## config.mk

```make
export PLATFORM = sky130hd
export DESIGN_NAME = mie_core
export DESIGN_NICKNAME = d
export VERILOG_FILES = /design/src/core/mie_ram.v /design/src/core/mie_alu.v /design/src/core/mie_core.v
export VERILOG_INCLUDE_DIRS = /design/src /design/src/core
export SDC_FILE = /design/constraint.sdc
export NUM_CORES = 2
export LEC_CHECK = 0
export BUFFER_PORTS_ARGS = -buffer_cell sky130_fd_sc_hd__clkbuf_2
export CORE_MARGIN = 4
export CORE_UTILIZATION = 45
export DETAILED_ROUTE_END_ITERATION = 16
export GPL_TIMING_DRIVEN = 0
export PLACE_DENSITY = 0.63
export SLEW_MARGIN = 0
export SYNTH_ARGS = -nofsm -noshare
export SYNTH_HDL_FRONTEND = slang
export SYNTH_HIERARCHICAL = 1
export SYNTH_SLANG_ARGS = --single-unit
```

## constraint.sdc

```tcl
create_clock -name ref_clk -period 14.98 [get_ports ref_clk]
set_input_delay 2.996 -clock ref_clk [delete_from_list [all_inputs] [get_ports ref_clk]]
set_output_delay 2.996 -clock ref_clk [all_outputs]
set_load 0.005 [all_outputs]
```

## src/core/mie_consts.vh

```
/*
 Constants for the instruction execute block: register offsets,
 opcode and response encodings, flag positions, reset values, timing.
 Assumes inclusion by bare name from the core design files.
*/
`ifndef MIE_CONSTS_VH
`define MIE_CONSTS_VH

`define MIE_REG_INSTR 8'h00
`define MIE_REG_STATUS 8'h04
`define MIE_REG_PC 8'h08
`define MIE_RESP_OKAY 2'h0
`define MIE_RESP_SLVERR 2'h2

`define MIE_OP_NOP 4'h0
`define MIE_OP_ADD 4'h1
`define MIE_OP_ADDI 4'h2
`define MIE_OP_SUB 4'h3
`define MIE_OP_SUBI 4'h4
`define MIE_OP_LOGIC 4'h5
`define MIE_OP_LOGICI 4'h6
`define MIE_OP_INV 4'h7
`define MIE_OP_INCDEC 4'h8
`define MIE_OP_ROT 4'h9
`define MIE_OP_BCD 4'hA
`define MIE_OP_BITOP 4'hB
`define MIE_OP_SKIP 4'hC
`define MIE_OP_SKIPBIT 4'hD
`define MIE_OP_MOV 4'hE
`define MIE_OP_BRANCH 4'hF

`define MIE_F_Z 0
`define MIE_F_C 1
`define MIE_F_AC 2
`define MIE_F_OV 3
`define MIE_F_SC 4
`define MIE_F_CZ 5

`define MIE_ACC_RST 8'h00
`define MIE_PC_RST 8'h00
`define MIE_FLAG_RST 6'h00
`define MIE_PCL_ADDR 8'h06
`define MIE_BCD_LIMIT 4'h9

`define MIE_CLK_PER_ICYC 3'h4
`define MIE_LAST_PHASE 2'h3

`endif

```

## src/core/mie_ram.v

```verilog
/*
 Small synchronous memory with registered read data, one write port.
 Assumes one clock; read data appear the cycle after the address.
*/
`timescale 1ns/10ps
`default_nettype none
module mie_ram #(
    parameter AW = 8,
    parameter DW = 8
) (
    input wire ref_clk,
    input wire reset,
    input wire we,
    input wire [AW-1:0] waddr,
    input wire [DW-1:0] wdata,
    input wire [AW-1:0] raddr,
    output reg [DW-1:0] rdata
);
    // array itself has no reset, only the read register
    reg [DW-1:0] mem [0:(1<<AW)-1];

    always @(posedge ref_clk) begin
        if (we) begin
            mem[waddr] <= wdata;
        end
    end

    always @(posedge ref_clk or posedge reset) begin
        if (reset) begin
            rdata <= {DW{1'b0}};
        end else begin
            rdata <= mem[raddr];
        end
    end
endmodule // mie_ram
`default_nettype wire

```

## src/core/mie_alu.v

```verilog
/*
 Combinational arithmetic and logic unit for the execute block.
 Assumes the caller picks the operand (memory byte or immediate).
*/
`timescale 1ns/10ps
`default_nettype none
`include "mie_consts.vh"
module mie_alu (
    input wire [3:0] op,
    input wire [2:0] sub,
    input wire [7:0] acc,
    input wire [7:0] opnd,
    input wire [5:0] flg_in,
    output reg [7:0] res,
    output reg [5:0] flg_out
);
    reg [8:0] wide;
    reg [4:0] half;
    reg [7:0] b;
    reg cin;
    reg is_sub;

    always @* begin
        wide = 9'h000;
        half = 5'h00;
        b = opnd;
        cin = 1'b0;
        is_sub = (op == `MIE_OP_SUB) || (op == `MIE_OP_SUBI);
        res = opnd;
        flg_out = flg_in;
        case (op)
            `MIE_OP_ADD, `MIE_OP_ADDI, `MIE_OP_SUB, `MIE_OP_SUBI: begin
                // subtract as a + ~b + 1; carry set means no borrow
                b = is_sub ? ~opnd : opnd;
                cin = sub[0] ? flg_in[`MIE_F_C] : is_sub;
                wide = {1'b0, acc} + {1'b0, b} + {8'h00, cin};
                half = {1'b0, acc[3:0]} + {1'b0, b[3:0]} + {4'h0, cin};
                res = wide[7:0];
                flg_out[`MIE_F_Z] = (res == 8'h00);
                flg_out[`MIE_F_C] = wide[8];
                flg_out[`MIE_F_AC] = half[4];
                flg_out[`MIE_F_OV] = (acc[7] == b[7]) && (res[7] != acc[7]);
                flg_out[`MIE_F_SC] = flg_out[`MIE_F_OV] ^ res[7];
                // compare zero chains through carry-in form
                if (is_sub) begin
                    flg_out[`MIE_F_CZ] = sub[0] ? ((res == 8'h00) & flg_in[`MIE_F_CZ])
                                                : (res == 8'h00);
                end
            end
            `MIE_OP_LOGIC, `MIE_OP_LOGICI: begin
                case (sub[1:0])
                    2'h0: res = acc & opnd;
                    2'h1: res = acc | opnd;
                    default: res = acc ^ opnd;
                endcase
                flg_out[`MIE_F_Z] = (res == 8'h00);
            end
            `MIE_OP_INV: begin
                res = ~opnd;
                flg_out[`MIE_F_Z] = (res == 8'h00);
            end
            `MIE_OP_INCDEC: begin
                res = sub[0] ? opnd - 8'h01 : opnd + 8'h01;
                flg_out[`MIE_F_Z] = (res == 8'h00);
            end
            `MIE_OP_ROT: begin
                if (sub[1]) begin
                    res = sub[0] ? {opnd[6:0], flg_in[`MIE_F_C]}
                                 : {flg_in[`MIE_F_C], opnd[7:1]};
                    flg_out[`MIE_F_C] = sub[0] ? opnd[7] : opnd[0];
                end else begin
                    res = sub[0] ? {opnd[6:0], opnd[7]} : {opnd[0], opnd[7:1]};
                end
            end
            `MIE_OP_BCD: begin
                wide = {1'b0, acc} + (((acc[3:0] > `MIE_BCD_LIMIT) || flg_in[`MIE_F_AC])
                                      ? 9'h006 : 9'h000);
                if ((wide[8:4] > {1'b0, `MIE_BCD_LIMIT}) || flg_in[`MIE_F_C]) begin
                    wide = wide + 9'h060;
                end
                res = wide[7:0];
                flg_out[`MIE_F_C] = wide[8] | flg_in[`MIE_F_C];
            end
            default: res = opnd;
        endcase
    end
endmodule // mie_alu
`default_nettype wire

```

## src/core/mie_core.v

```verilog
/*
 Instruction execute core for an 8-bit controller, reached over AXI4-Lite.
 Software writes one instruction word at a time; the core runs it over
 four clocks per instruction cycle against its own sector 0 data memory.
 Assumes a single clock and an AXI4-Lite master that keeps the protocol.
*/
// Chosen here: the AXI4-Lite slave port and the register addresses.
`timescale 1ns/10ps
`default_nettype none
`include "mie_consts.vh"
module mie_core (
    input wire ref_clk,
    input wire reset,
    input wire [7:0] s_axi_awaddr,
    input wire s_axi_awvalid,
    output reg s_axi_awready,
    input wire [31:0] s_axi_wdata,
    input wire [3:0] s_axi_wstrb,
    input wire s_axi_wvalid,
    output reg s_axi_wready,
    output reg [1:0] s_axi_bresp,
    output reg s_axi_bvalid,
    input wire s_axi_bready,
    input wire [7:0] s_axi_araddr,
    input wire s_axi_arvalid,
    output reg s_axi_arready,
    output reg [31:0] s_axi_rdata,
    output reg [1:0] s_axi_rresp,
    output reg s_axi_rvalid,
    input wire s_axi_rready
);
    // 0 instr, 1 status, 2 pc, 3 unmapped
    function [1:0] reg_sel;
        input [7:0] a;
        begin
            case (a)
                `MIE_REG_INSTR: reg_sel = 2'h0;
                `MIE_REG_STATUS: reg_sel = 2'h1;
                `MIE_REG_PC: reg_sel = 2'h2;
                default: reg_sel = 2'h3;
            endcase
        end
    endfunction

    function [7:0] bit_mask;
        input [2:0] idx;
        begin
            bit_mask = 8'h01 << idx;
        end
    endfunction

    reg aw_full_q;
    reg [7:0] aw_addr_q;
    reg w_full_q;
    reg [15:0] w_data_q;
    reg [1:0] w_strb_q;
    reg busy_q;
    reg second_q;
    reg [1:0] phase_q;
    reg [15:0] ir_q;
    reg [7:0] acc_q;
    reg [5:0] flags_q;
    reg [7:0] pc_q;
    reg [2:0] sp_q;
    reg skip_pend_q;
    reg [7:0] opnd_q;
    reg [7:0] stk_q;

    wire aw_take = s_axi_awvalid & s_axi_awready;
    wire w_take = s_axi_wvalid & s_axi_wready;
    wire instr_hit = (reg_sel(aw_addr_q) == 2'h0);
    wire strb_ok = (w_strb_q == 2'h3);
    // instruction writes wait while the core is busy: that is the back-pressure
    wire wr_go = aw_full_q & w_full_q & ~s_axi_bvalid & ~(instr_hit & busy_q);
    wire issue = wr_go & instr_hit & strb_ok;
    wire ar_take = s_axi_arvalid & s_axi_arready;
    wire rvalid_d = ar_take | (s_axi_rvalid & ~s_axi_rready);

    wire [3:0] op = ir_q[15:12];
    wire dm = ir_q[11];
    wire [2:0] sub = ir_q[10:8];
    wire [7:0] fld = ir_q[7:0];
    wire last_phase = busy_q & (phase_q == `MIE_LAST_PHASE);
    wire commit = last_phase & ~second_q;

    wire [7:0] ram_rdata;
    wire [7:0] stk_rdata;
    wire [7:0] alu_res;
    wire [5:0] alu_flg;
    wire imm_op = (op == `MIE_OP_ADDI) || (op == `MIE_OP_SUBI) || (op == `MIE_OP_LOGICI);
    wire [3:0] alu_op = (op == `MIE_OP_SKIP) ? `MIE_OP_INCDEC : op;
    wire [7:0] alu_b = imm_op ? fld : opnd_q;

    reg [7:0] res_d;
    reg [7:0] pc_d;
    reg acc_wr;
    reg mem_wr;
    reg flg_wr;
    reg two_d;
    reg skip_d;
    reg push_d;
    reg pop_d;

    wire pcl_hit = mem_wr & (fld == `MIE_PCL_ADDR);
    wire ram_we = commit & mem_wr & ~pcl_hit;
    wire [7:0] pc_inc = pc_q + 8'h01;

    // immediate taken straight from the instruction field
    mie_alu u_alu (
        .op(alu_op),
        .sub(sub),
        .acc(acc_q),
        .opnd(alu_b),
        .flg_in(flags_q),
        .res(alu_res),
        .flg_out(alu_flg)
    );

    // 8-bit operand address covers sector 0 only
    mie_ram #(.AW(8), .DW(8)) u_dmem (
        .ref_clk(ref_clk),
        .reset(reset),
        .we(ram_we),
        .waddr(fld),
        .wdata(res_d),
        .raddr(fld),
        .rdata(ram_rdata)
    );

    // stack wraps after eight nested calls
    mie_ram #(.AW(3), .DW(8)) u_stack (
        .ref_clk(ref_clk),
        .reset(reset),
        .we(commit & push_d),
        .waddr(sp_q),
        .wdata(pc_inc),
        .raddr(sp_q - 3'h1),
        .rdata(stk_rdata)
    );

    always @* begin
        res_d = alu_res;
        pc_d = pc_inc;
        acc_wr = 1'b0;
        mem_wr = 1'b0;
        flg_wr = 1'b0;
        two_d = 1'b0;
        skip_d = 1'b0;
        push_d = 1'b0;
        pop_d = 1'b0;
        case (op)
            `MIE_OP_ADD, `MIE_OP_SUB, `MIE_OP_LOGIC, `MIE_OP_INV, `MIE_OP_INCDEC,
            `MIE_OP_ROT: begin
                mem_wr = dm;
                acc_wr = ~dm;
                flg_wr = 1'b1;
            end
            `MIE_OP_ADDI, `MIE_OP_SUBI, `MIE_OP_LOGICI: begin
                acc_wr = 1'b1;
                flg_wr = 1'b1;
            end
            `MIE_OP_BCD: begin
                mem_wr = 1'b1;
                flg_wr = 1'b1;
            end
            `MIE_OP_BITOP: begin
                res_d = dm ? (opnd_q | bit_mask(sub)) : (opnd_q & ~bit_mask(sub));
                mem_wr = 1'b1;
            end
            `MIE_OP_SKIP: begin
                case (sub[1:0])
                    2'h0: skip_d = (opnd_q == 8'h00);
                    2'h1: skip_d = (opnd_q != 8'h00);
                    default: begin
                        skip_d = (alu_res == 8'h00);
                        mem_wr = dm;
                        acc_wr = ~dm;
                    end
                endcase
            end
            `MIE_OP_SKIPBIT: begin
                skip_d = dm ? ((opnd_q & bit_mask(sub)) != 8'h00)
                            : ((opnd_q & bit_mask(sub)) == 8'h00);
            end
            `MIE_OP_MOV: begin
                case (sub[1:0])
                    2'h0: begin
                        res_d = fld;
                        acc_wr = 1'b1;
                    end
                    2'h1: begin
                        res_d = opnd_q;
                        acc_wr = 1'b1;
                    end
                    default: begin
                        res_d = acc_q;
                        mem_wr = 1'b1;
                    end
                endcase
            end
            `MIE_OP_BRANCH: begin
                two_d = 1'b1;
                case (sub[1:0])
                    2'h0: pc_d = fld;
                    2'h1: begin
                        push_d = 1'b1;
                        pc_d = fld;
                    end
                    2'h2: begin
                        pop_d = 1'b1;
                        pc_d = stk_q;
                    end
                    default: two_d = 1'b0;
                endcase
            end
            default: res_d = alu_res;
        endcase
        // low counter byte written through memory
        if (mem_wr && (fld == `MIE_PCL_ADDR)) begin
            pc_d = res_d;
            two_d = 1'b1;
        end
        // taken skip jumps over the next word
        if (skip_d) begin
            pc_d = pc_q + 8'h02;
            two_d = 1'b1;
        end
    end

    // bus slave, write side
    always @(posedge ref_clk or posedge reset) begin
        if (reset) begin
            aw_full_q <= 1'b0;
            aw_addr_q <= 8'h00;
            w_full_q <= 1'b0;
            w_data_q <= 16'h0000;
            w_strb_q <= 2'h0;
            s_axi_awready <= 1'b0;
            s_axi_wready <= 1'b0;
            s_axi_bvalid <= 1'b0;
            s_axi_bresp <= `MIE_RESP_OKAY;
        end else begin
            if (aw_take) begin
                aw_full_q <= 1'b1;
                aw_addr_q <= s_axi_awaddr;
            end else if (wr_go) begin
                aw_full_q <= 1'b0;
            end
            if (w_take) begin
                w_full_q <= 1'b1;
                w_data_q <= s_axi_wdata[15:0];
                w_strb_q <= s_axi_wstrb[1:0];
            end else if (wr_go) begin
                w_full_q <= 1'b0;
            end
            s_axi_awready <= ~(aw_take | (aw_full_q & ~wr_go));
            s_axi_wready <= ~(w_take | (w_full_q & ~wr_go));
            if (wr_go) begin
                s_axi_bvalid <= 1'b1;
                s_axi_bresp <= issue ? `MIE_RESP_OKAY : `MIE_RESP_SLVERR;
            end else if (s_axi_bready) begin
                s_axi_bvalid <= 1'b0;
            end
        end
    end

    // bus slave, read side
    always @(posedge ref_clk or posedge reset) begin
        if (reset) begin
            s_axi_arready <= 1'b0;
            s_axi_rvalid <= 1'b0;
            s_axi_rdata <= 32'h00000000;
            s_axi_rresp <= `MIE_RESP_OKAY;
        end else begin
            s_axi_arready <= ~rvalid_d;
            s_axi_rvalid <= rvalid_d;
            if (ar_take) begin
                s_axi_rresp <= `MIE_RESP_OKAY;
                case (reg_sel(s_axi_araddr))
                    2'h0: s_axi_rdata <= {16'h0000, ir_q};
                    2'h1: s_axi_rdata <= {14'h0000, skip_pend_q, busy_q, 2'h0, flags_q,
                                          acc_q};
                    2'h2: s_axi_rdata <= {21'h000000, sp_q, pc_q};
                    default: begin
                        s_axi_rdata <= 32'h00000000;
                        s_axi_rresp <= `MIE_RESP_SLVERR;
                    end
                endcase
            end
        end
    end

    // sequencer and architectural state
    always @(posedge ref_clk or posedge reset) begin
        if (reset) begin
            busy_q <= 1'b0;
            second_q <= 1'b0;
            phase_q <= 2'h0;
            ir_q <= 16'h0000;
            acc_q <= `MIE_ACC_RST;
            flags_q <= `MIE_FLAG_RST;
            pc_q <= `MIE_PC_RST;
            sp_q <= 3'h0;
            skip_pend_q <= 1'b0;
            opnd_q <= 8'h00;
            stk_q <= 8'h00;
        end else begin
            if (issue) begin
                // a skipped word is consumed without running
                if (skip_pend_q) begin
                    skip_pend_q <= 1'b0;
                end else begin
                    busy_q <= 1'b1;
                    ir_q <= w_data_q;
                    phase_q <= 2'h0;
                    second_q <= 1'b0;
                end
            end else if (busy_q) begin
                phase_q <= phase_q + 2'h1;
                if (phase_q == 2'h1) begin
                    opnd_q <= ram_rdata;
                    stk_q <= stk_rdata;
                end
                if (last_phase) begin
                    if (commit && two_d) begin
                        second_q <= 1'b1;
                    end else begin
                        busy_q <= 1'b0;
                        second_q <= 1'b0;
                    end
                end
                if (commit) begin
                    pc_q <= pc_d;
                    skip_pend_q <= skip_d;
                    if (acc_wr) begin
                        acc_q <= res_d;
                    end
                    if (flg_wr) begin
                        flags_q <= alu_flg;
                    end
                    if (push_d) begin
                        sp_q <= sp_q + 3'h1;
                    end else if (pop_d) begin
                        sp_q <= sp_q - 3'h1;
                    end
                end
            end
        end
    end
endmodule // mie_core
`default_nettype wire

```

==> impl_metrics.env <==
export IMPL_cp_required_ns=15.59
export IMPL_top_usage_layer="met2"
export IMPL_crit_chain="buf_4 -> clkbuf_1 -> nor2_1 -> buf_2 -> buf_1 -> a22oi_1 -> a21oi_1 -> nor3_1 -> nor4_1"
export IMPL_first_pass_iters=6
export IMPL_cp_top_family="simple AND/OR/NAND/NOR gates"
export IMPL_die_w_um=458
export IMPL_min_delay_path_depth=1
export IMPL_grt_max_degree=82
export IMPL_dieArea_um2=210000
export IMPL_min_delay_start="u_dmem/rdata[1]"
export IMPL_synth_area_um2=91200
export IMPL_cpPeakStageDelay_ns=1.33
export IMPL_path_clk_slew_ns=0.06
export IMPL_hold_end="opnd_q[1]"
export IMPL_setup_violations=0
export IMPL_ys_seq_elements=2243
export IMPL_std_cell_rows=164
export IMPL_crit_start="ir_q[2]"
export IMPL_p_total_mw=16.1
export IMPL_p_leak_nw=33.0
export IMPL_hold_path_class="register to register"
export IMPL_area_delta_synth_final_pct=13.1
export IMPL_worstSkewPairLatency_ns=0.85
export IMPL_gr_usage_met1=0.359
export IMPL_ctsResizeCount=0
export IMPL_gr_total_overflow=0
export IMPL_use_met2=0.401
export IMPL_fin_ws_ns=8.67
export IMPL_grt_pass1_vias=49522
export IMPL_worstSetupEndpointType="register"
export IMPL_drive_above_1_share=0.211
export IMPL_wirelength_um=286000
export IMPL_failed_checks="capacitance limit, slew limit"
export IMPL_power_density_nw_per_um2=156
export IMPL_max_freq_ghz=0.158
export IMPL_ctsHoldBuffers=0
export IMPL_dp_slack_ns=8.73
export IMPL_relSlewSlack=-0.0304
export IMPL_worst_ep_arrival_time_ns=6.92
export IMPL_wl_per_cell_um=35.7
export IMPL_grt_pass1_wl_um=394000
export IMPL_die_h_um=458
export IMPL_cts_tree="built"
export IMPL_ys_flop_type="edfxtp_1"
export IMPL_antenna_found_initial=16
export IMPL_boundaryPins=100
export IMPL_reg2reg_depth=9
export IMPL_grt_use_total=0.269
export IMPL_dp_hpwl_um=196000
export IMPL_rsz0062_at_grt="false"
export IMPL_slew_violations=42
export IMPL_nFillCells=15963
export IMPL_worstSetupPathType="register to register"
export IMPL_final_common_cell="edfxtp_1"
export IMPL_nets=5251
export IMPL_ant_nets=0
export IMPL_clockRootBuffer="clkbuf_16"
export IMPL_yosysSeqAreaShare=0.731
export IMPL_placeableCoreArea_um2=201000
export IMPL_yosysWarnings=6
export IMPL_r2r_start="ir_q[2]"
export IMPL_grtUsageMet3=0.0796
export IMPL_final_min_clock_period_ns=6.31
export IMPL_synth_async_reset_ratio=0.0584
export IMPL_cts_max_path_buffers=3
export IMPL_synth_edf_count=2112
export IMPL_drc=0
export IMPL_vias_per_cell=6.46
export IMPL_detailedRoute_firstIterationViolations=8079
export IMPL_synth_cell_types=104
export IMPL_holdWs_ns=0.471
export IMPL_cts_sinks=2243
export IMPL_synth_avg_cell_area_um2=19.0
export IMPL_netlist_instances=4804
export IMPL_slowest_stage="nor2_1"
export IMPL_cts_buffers=219
export IMPL_worst_setup_path_start_kind="register"
export IMPL_cap_violations=8
export IMPL_fin_crit_sh=0.421
export IMPL_via_count=51689
export IMPL_hold_viol=0
export IMPL_seqCellArea_um2=66700
export IMPL_worst_pin_slew_ns=1.55
export IMPL_start_util=0.454
export IMPL_r2r_slack_ns=8.67
export IMPL_layout_common_cells="2112 x edfxtp_1, 405 x mux4_2, 350 x nor2_1"
export IMPL_cts_setup_buffers=0
export IMPL_clock_skew_ns=0.0482
export IMPL_cp_max_fo=10
export IMPL_routabilityCongestion=0.952
export IMPL_cts_htree_levels=4
export IMPL_multiInputGateArea_um2=22500
export IMPL_vdd_drop_max_mv=0.124
export IMPL_io_buffers=64
export IMPL_status="complete, but fails checks"
export IMPL_r2r_end="u_dmem/rdata[6]"
export IMPL_critical_path_buf_inv_count=4
==> stage by stage <==
stage | setup TNS [ns] | instances | area (µm²) | utilization
floorplan | 0 | 4819 | 91300 | -
global placement | -8620.58 | 7539 | 94900 | 0.473
detailed placement | 0 | 7582 | 96000 | 0.479
CTS | 0 | 7982 | 103000 | 0.513
global route | 0 | 7986 | 103000 | 0.514
finish | 0 | 7997 | 103000 | 0.514
==> final cells by class <==
| type | count | area share |
|---|---|---|
| Inverter | 44 | 0.00167 |
| Buffer | 308 | 0.0196 |
| Clock inverter | 119 | 0.0124 |
| Sequential cell | 2243 | 0.647 |
| Timing Repair Buffer | 109 | 0.0128 |
| Antenna cell | 13 | 0.000315 |
| Clock buffer | 281 | 0.0556 |
| Tap cell | 2656 | 0.0322 |
| Multi-Input combinational cell | 2224 | 0.219 |
==> report_power, final <==
part / switching, mW / total [mW] / internal, mW
registers: 0.0740 / 7.97 / 7.90
clock network: 2.36 / 5.43 / 3.07
logic: 1.95 / 2.72 / 0.769
==> synthesized netlist by cell type (all sizes together) (9+ instances only) <==
library cell | n | area share
a211oi | 26 | 0.0022
a21oi | 125 | 0.0069
a221oi | 17 | 0.0018
a22o | 29 | 0.0028
a22oi | 143 | 0.012
and2 | 14 | 0.00096
buf | 167 | 0.016
clkbuf | 137 | 0.0060
dfrtp | 131 | 0.036
edfxtp | 2112 | 0.70
ha | 39 | 0.0054
inv | 44 | 0.0018
mux2 | 93 | 0.011
mux2i | 191 | 0.021
mux4 | 458 | 0.12
nand2 | 140 | 0.0058
nand2b | 35 | 0.0024
nand3 | 41 | 0.0023
nand4 | 21 | 0.0014
nor2 | 352 | 0.015
nor2b | 30 | 0.0021
nor3 | 34 | 0.0019
nor4 | 31 | 0.0023
o211ai | 17 | 0.0015
o21ai | 66 | 0.0036
o221ai | 48 | 0.0046
o22ai | 51 | 0.0035
o31ai | 14 | 0.0012
or2 | 9 | 0.00062
or3 | 11 | 0.00075
xnor2 | 26 | 0.0025
xor2 | 12 | 0.0012
==> metal layers <==
layer / part of all wire / wire [µm]
met1: 0.37 / 105000
met2: 0.45 / 127000
met3: 0.12 / 34700
met4: 0.063 / 17900
met5: 0.00063 / 181
==> how the worst max path moves through the flow <==
stage,endpoint,slack (ns),cells past startpoint
CTS,u_dmem/rdata[1],8.71,9
floorplan,u_dmem/mem[0][2],1.53,6
finish,u_dmem/rdata[6],8.67,9
global route,pc_q[3],8.47,21
detailed placement,u_dmem/rdata[1],8.73,9
global placement,u_dmem/mem[122][7],-12.14,4
==> registers in the layout (all words and copies together) (netlist names), 16 cells and up <==
| name | flops |
|---|---|
| u_stack/mem | 64 |
| w_data_q | 16 |
| ir_q | 16 |
| u_dmem/mem | 2048 |
| s_axi_rdata | 18 |
==> kinds of logic after synthesis <==
family | after synthesis | synth area share
muxes | 742 | 0.148
xor gates and xnor gates | 38 | 0.00365
AOI/OAI and AO/OA | 622 | 0.0480
adders and majority gates | 43 | 0.00623
and+or+nand+nor | 763 | 0.0393
buffers and inverters | 352 | 0.0238
other | 1 | 0.0000411
DFF | 2243 | 0.731
No activity file was read; power rests on OpenSTA's default activity.
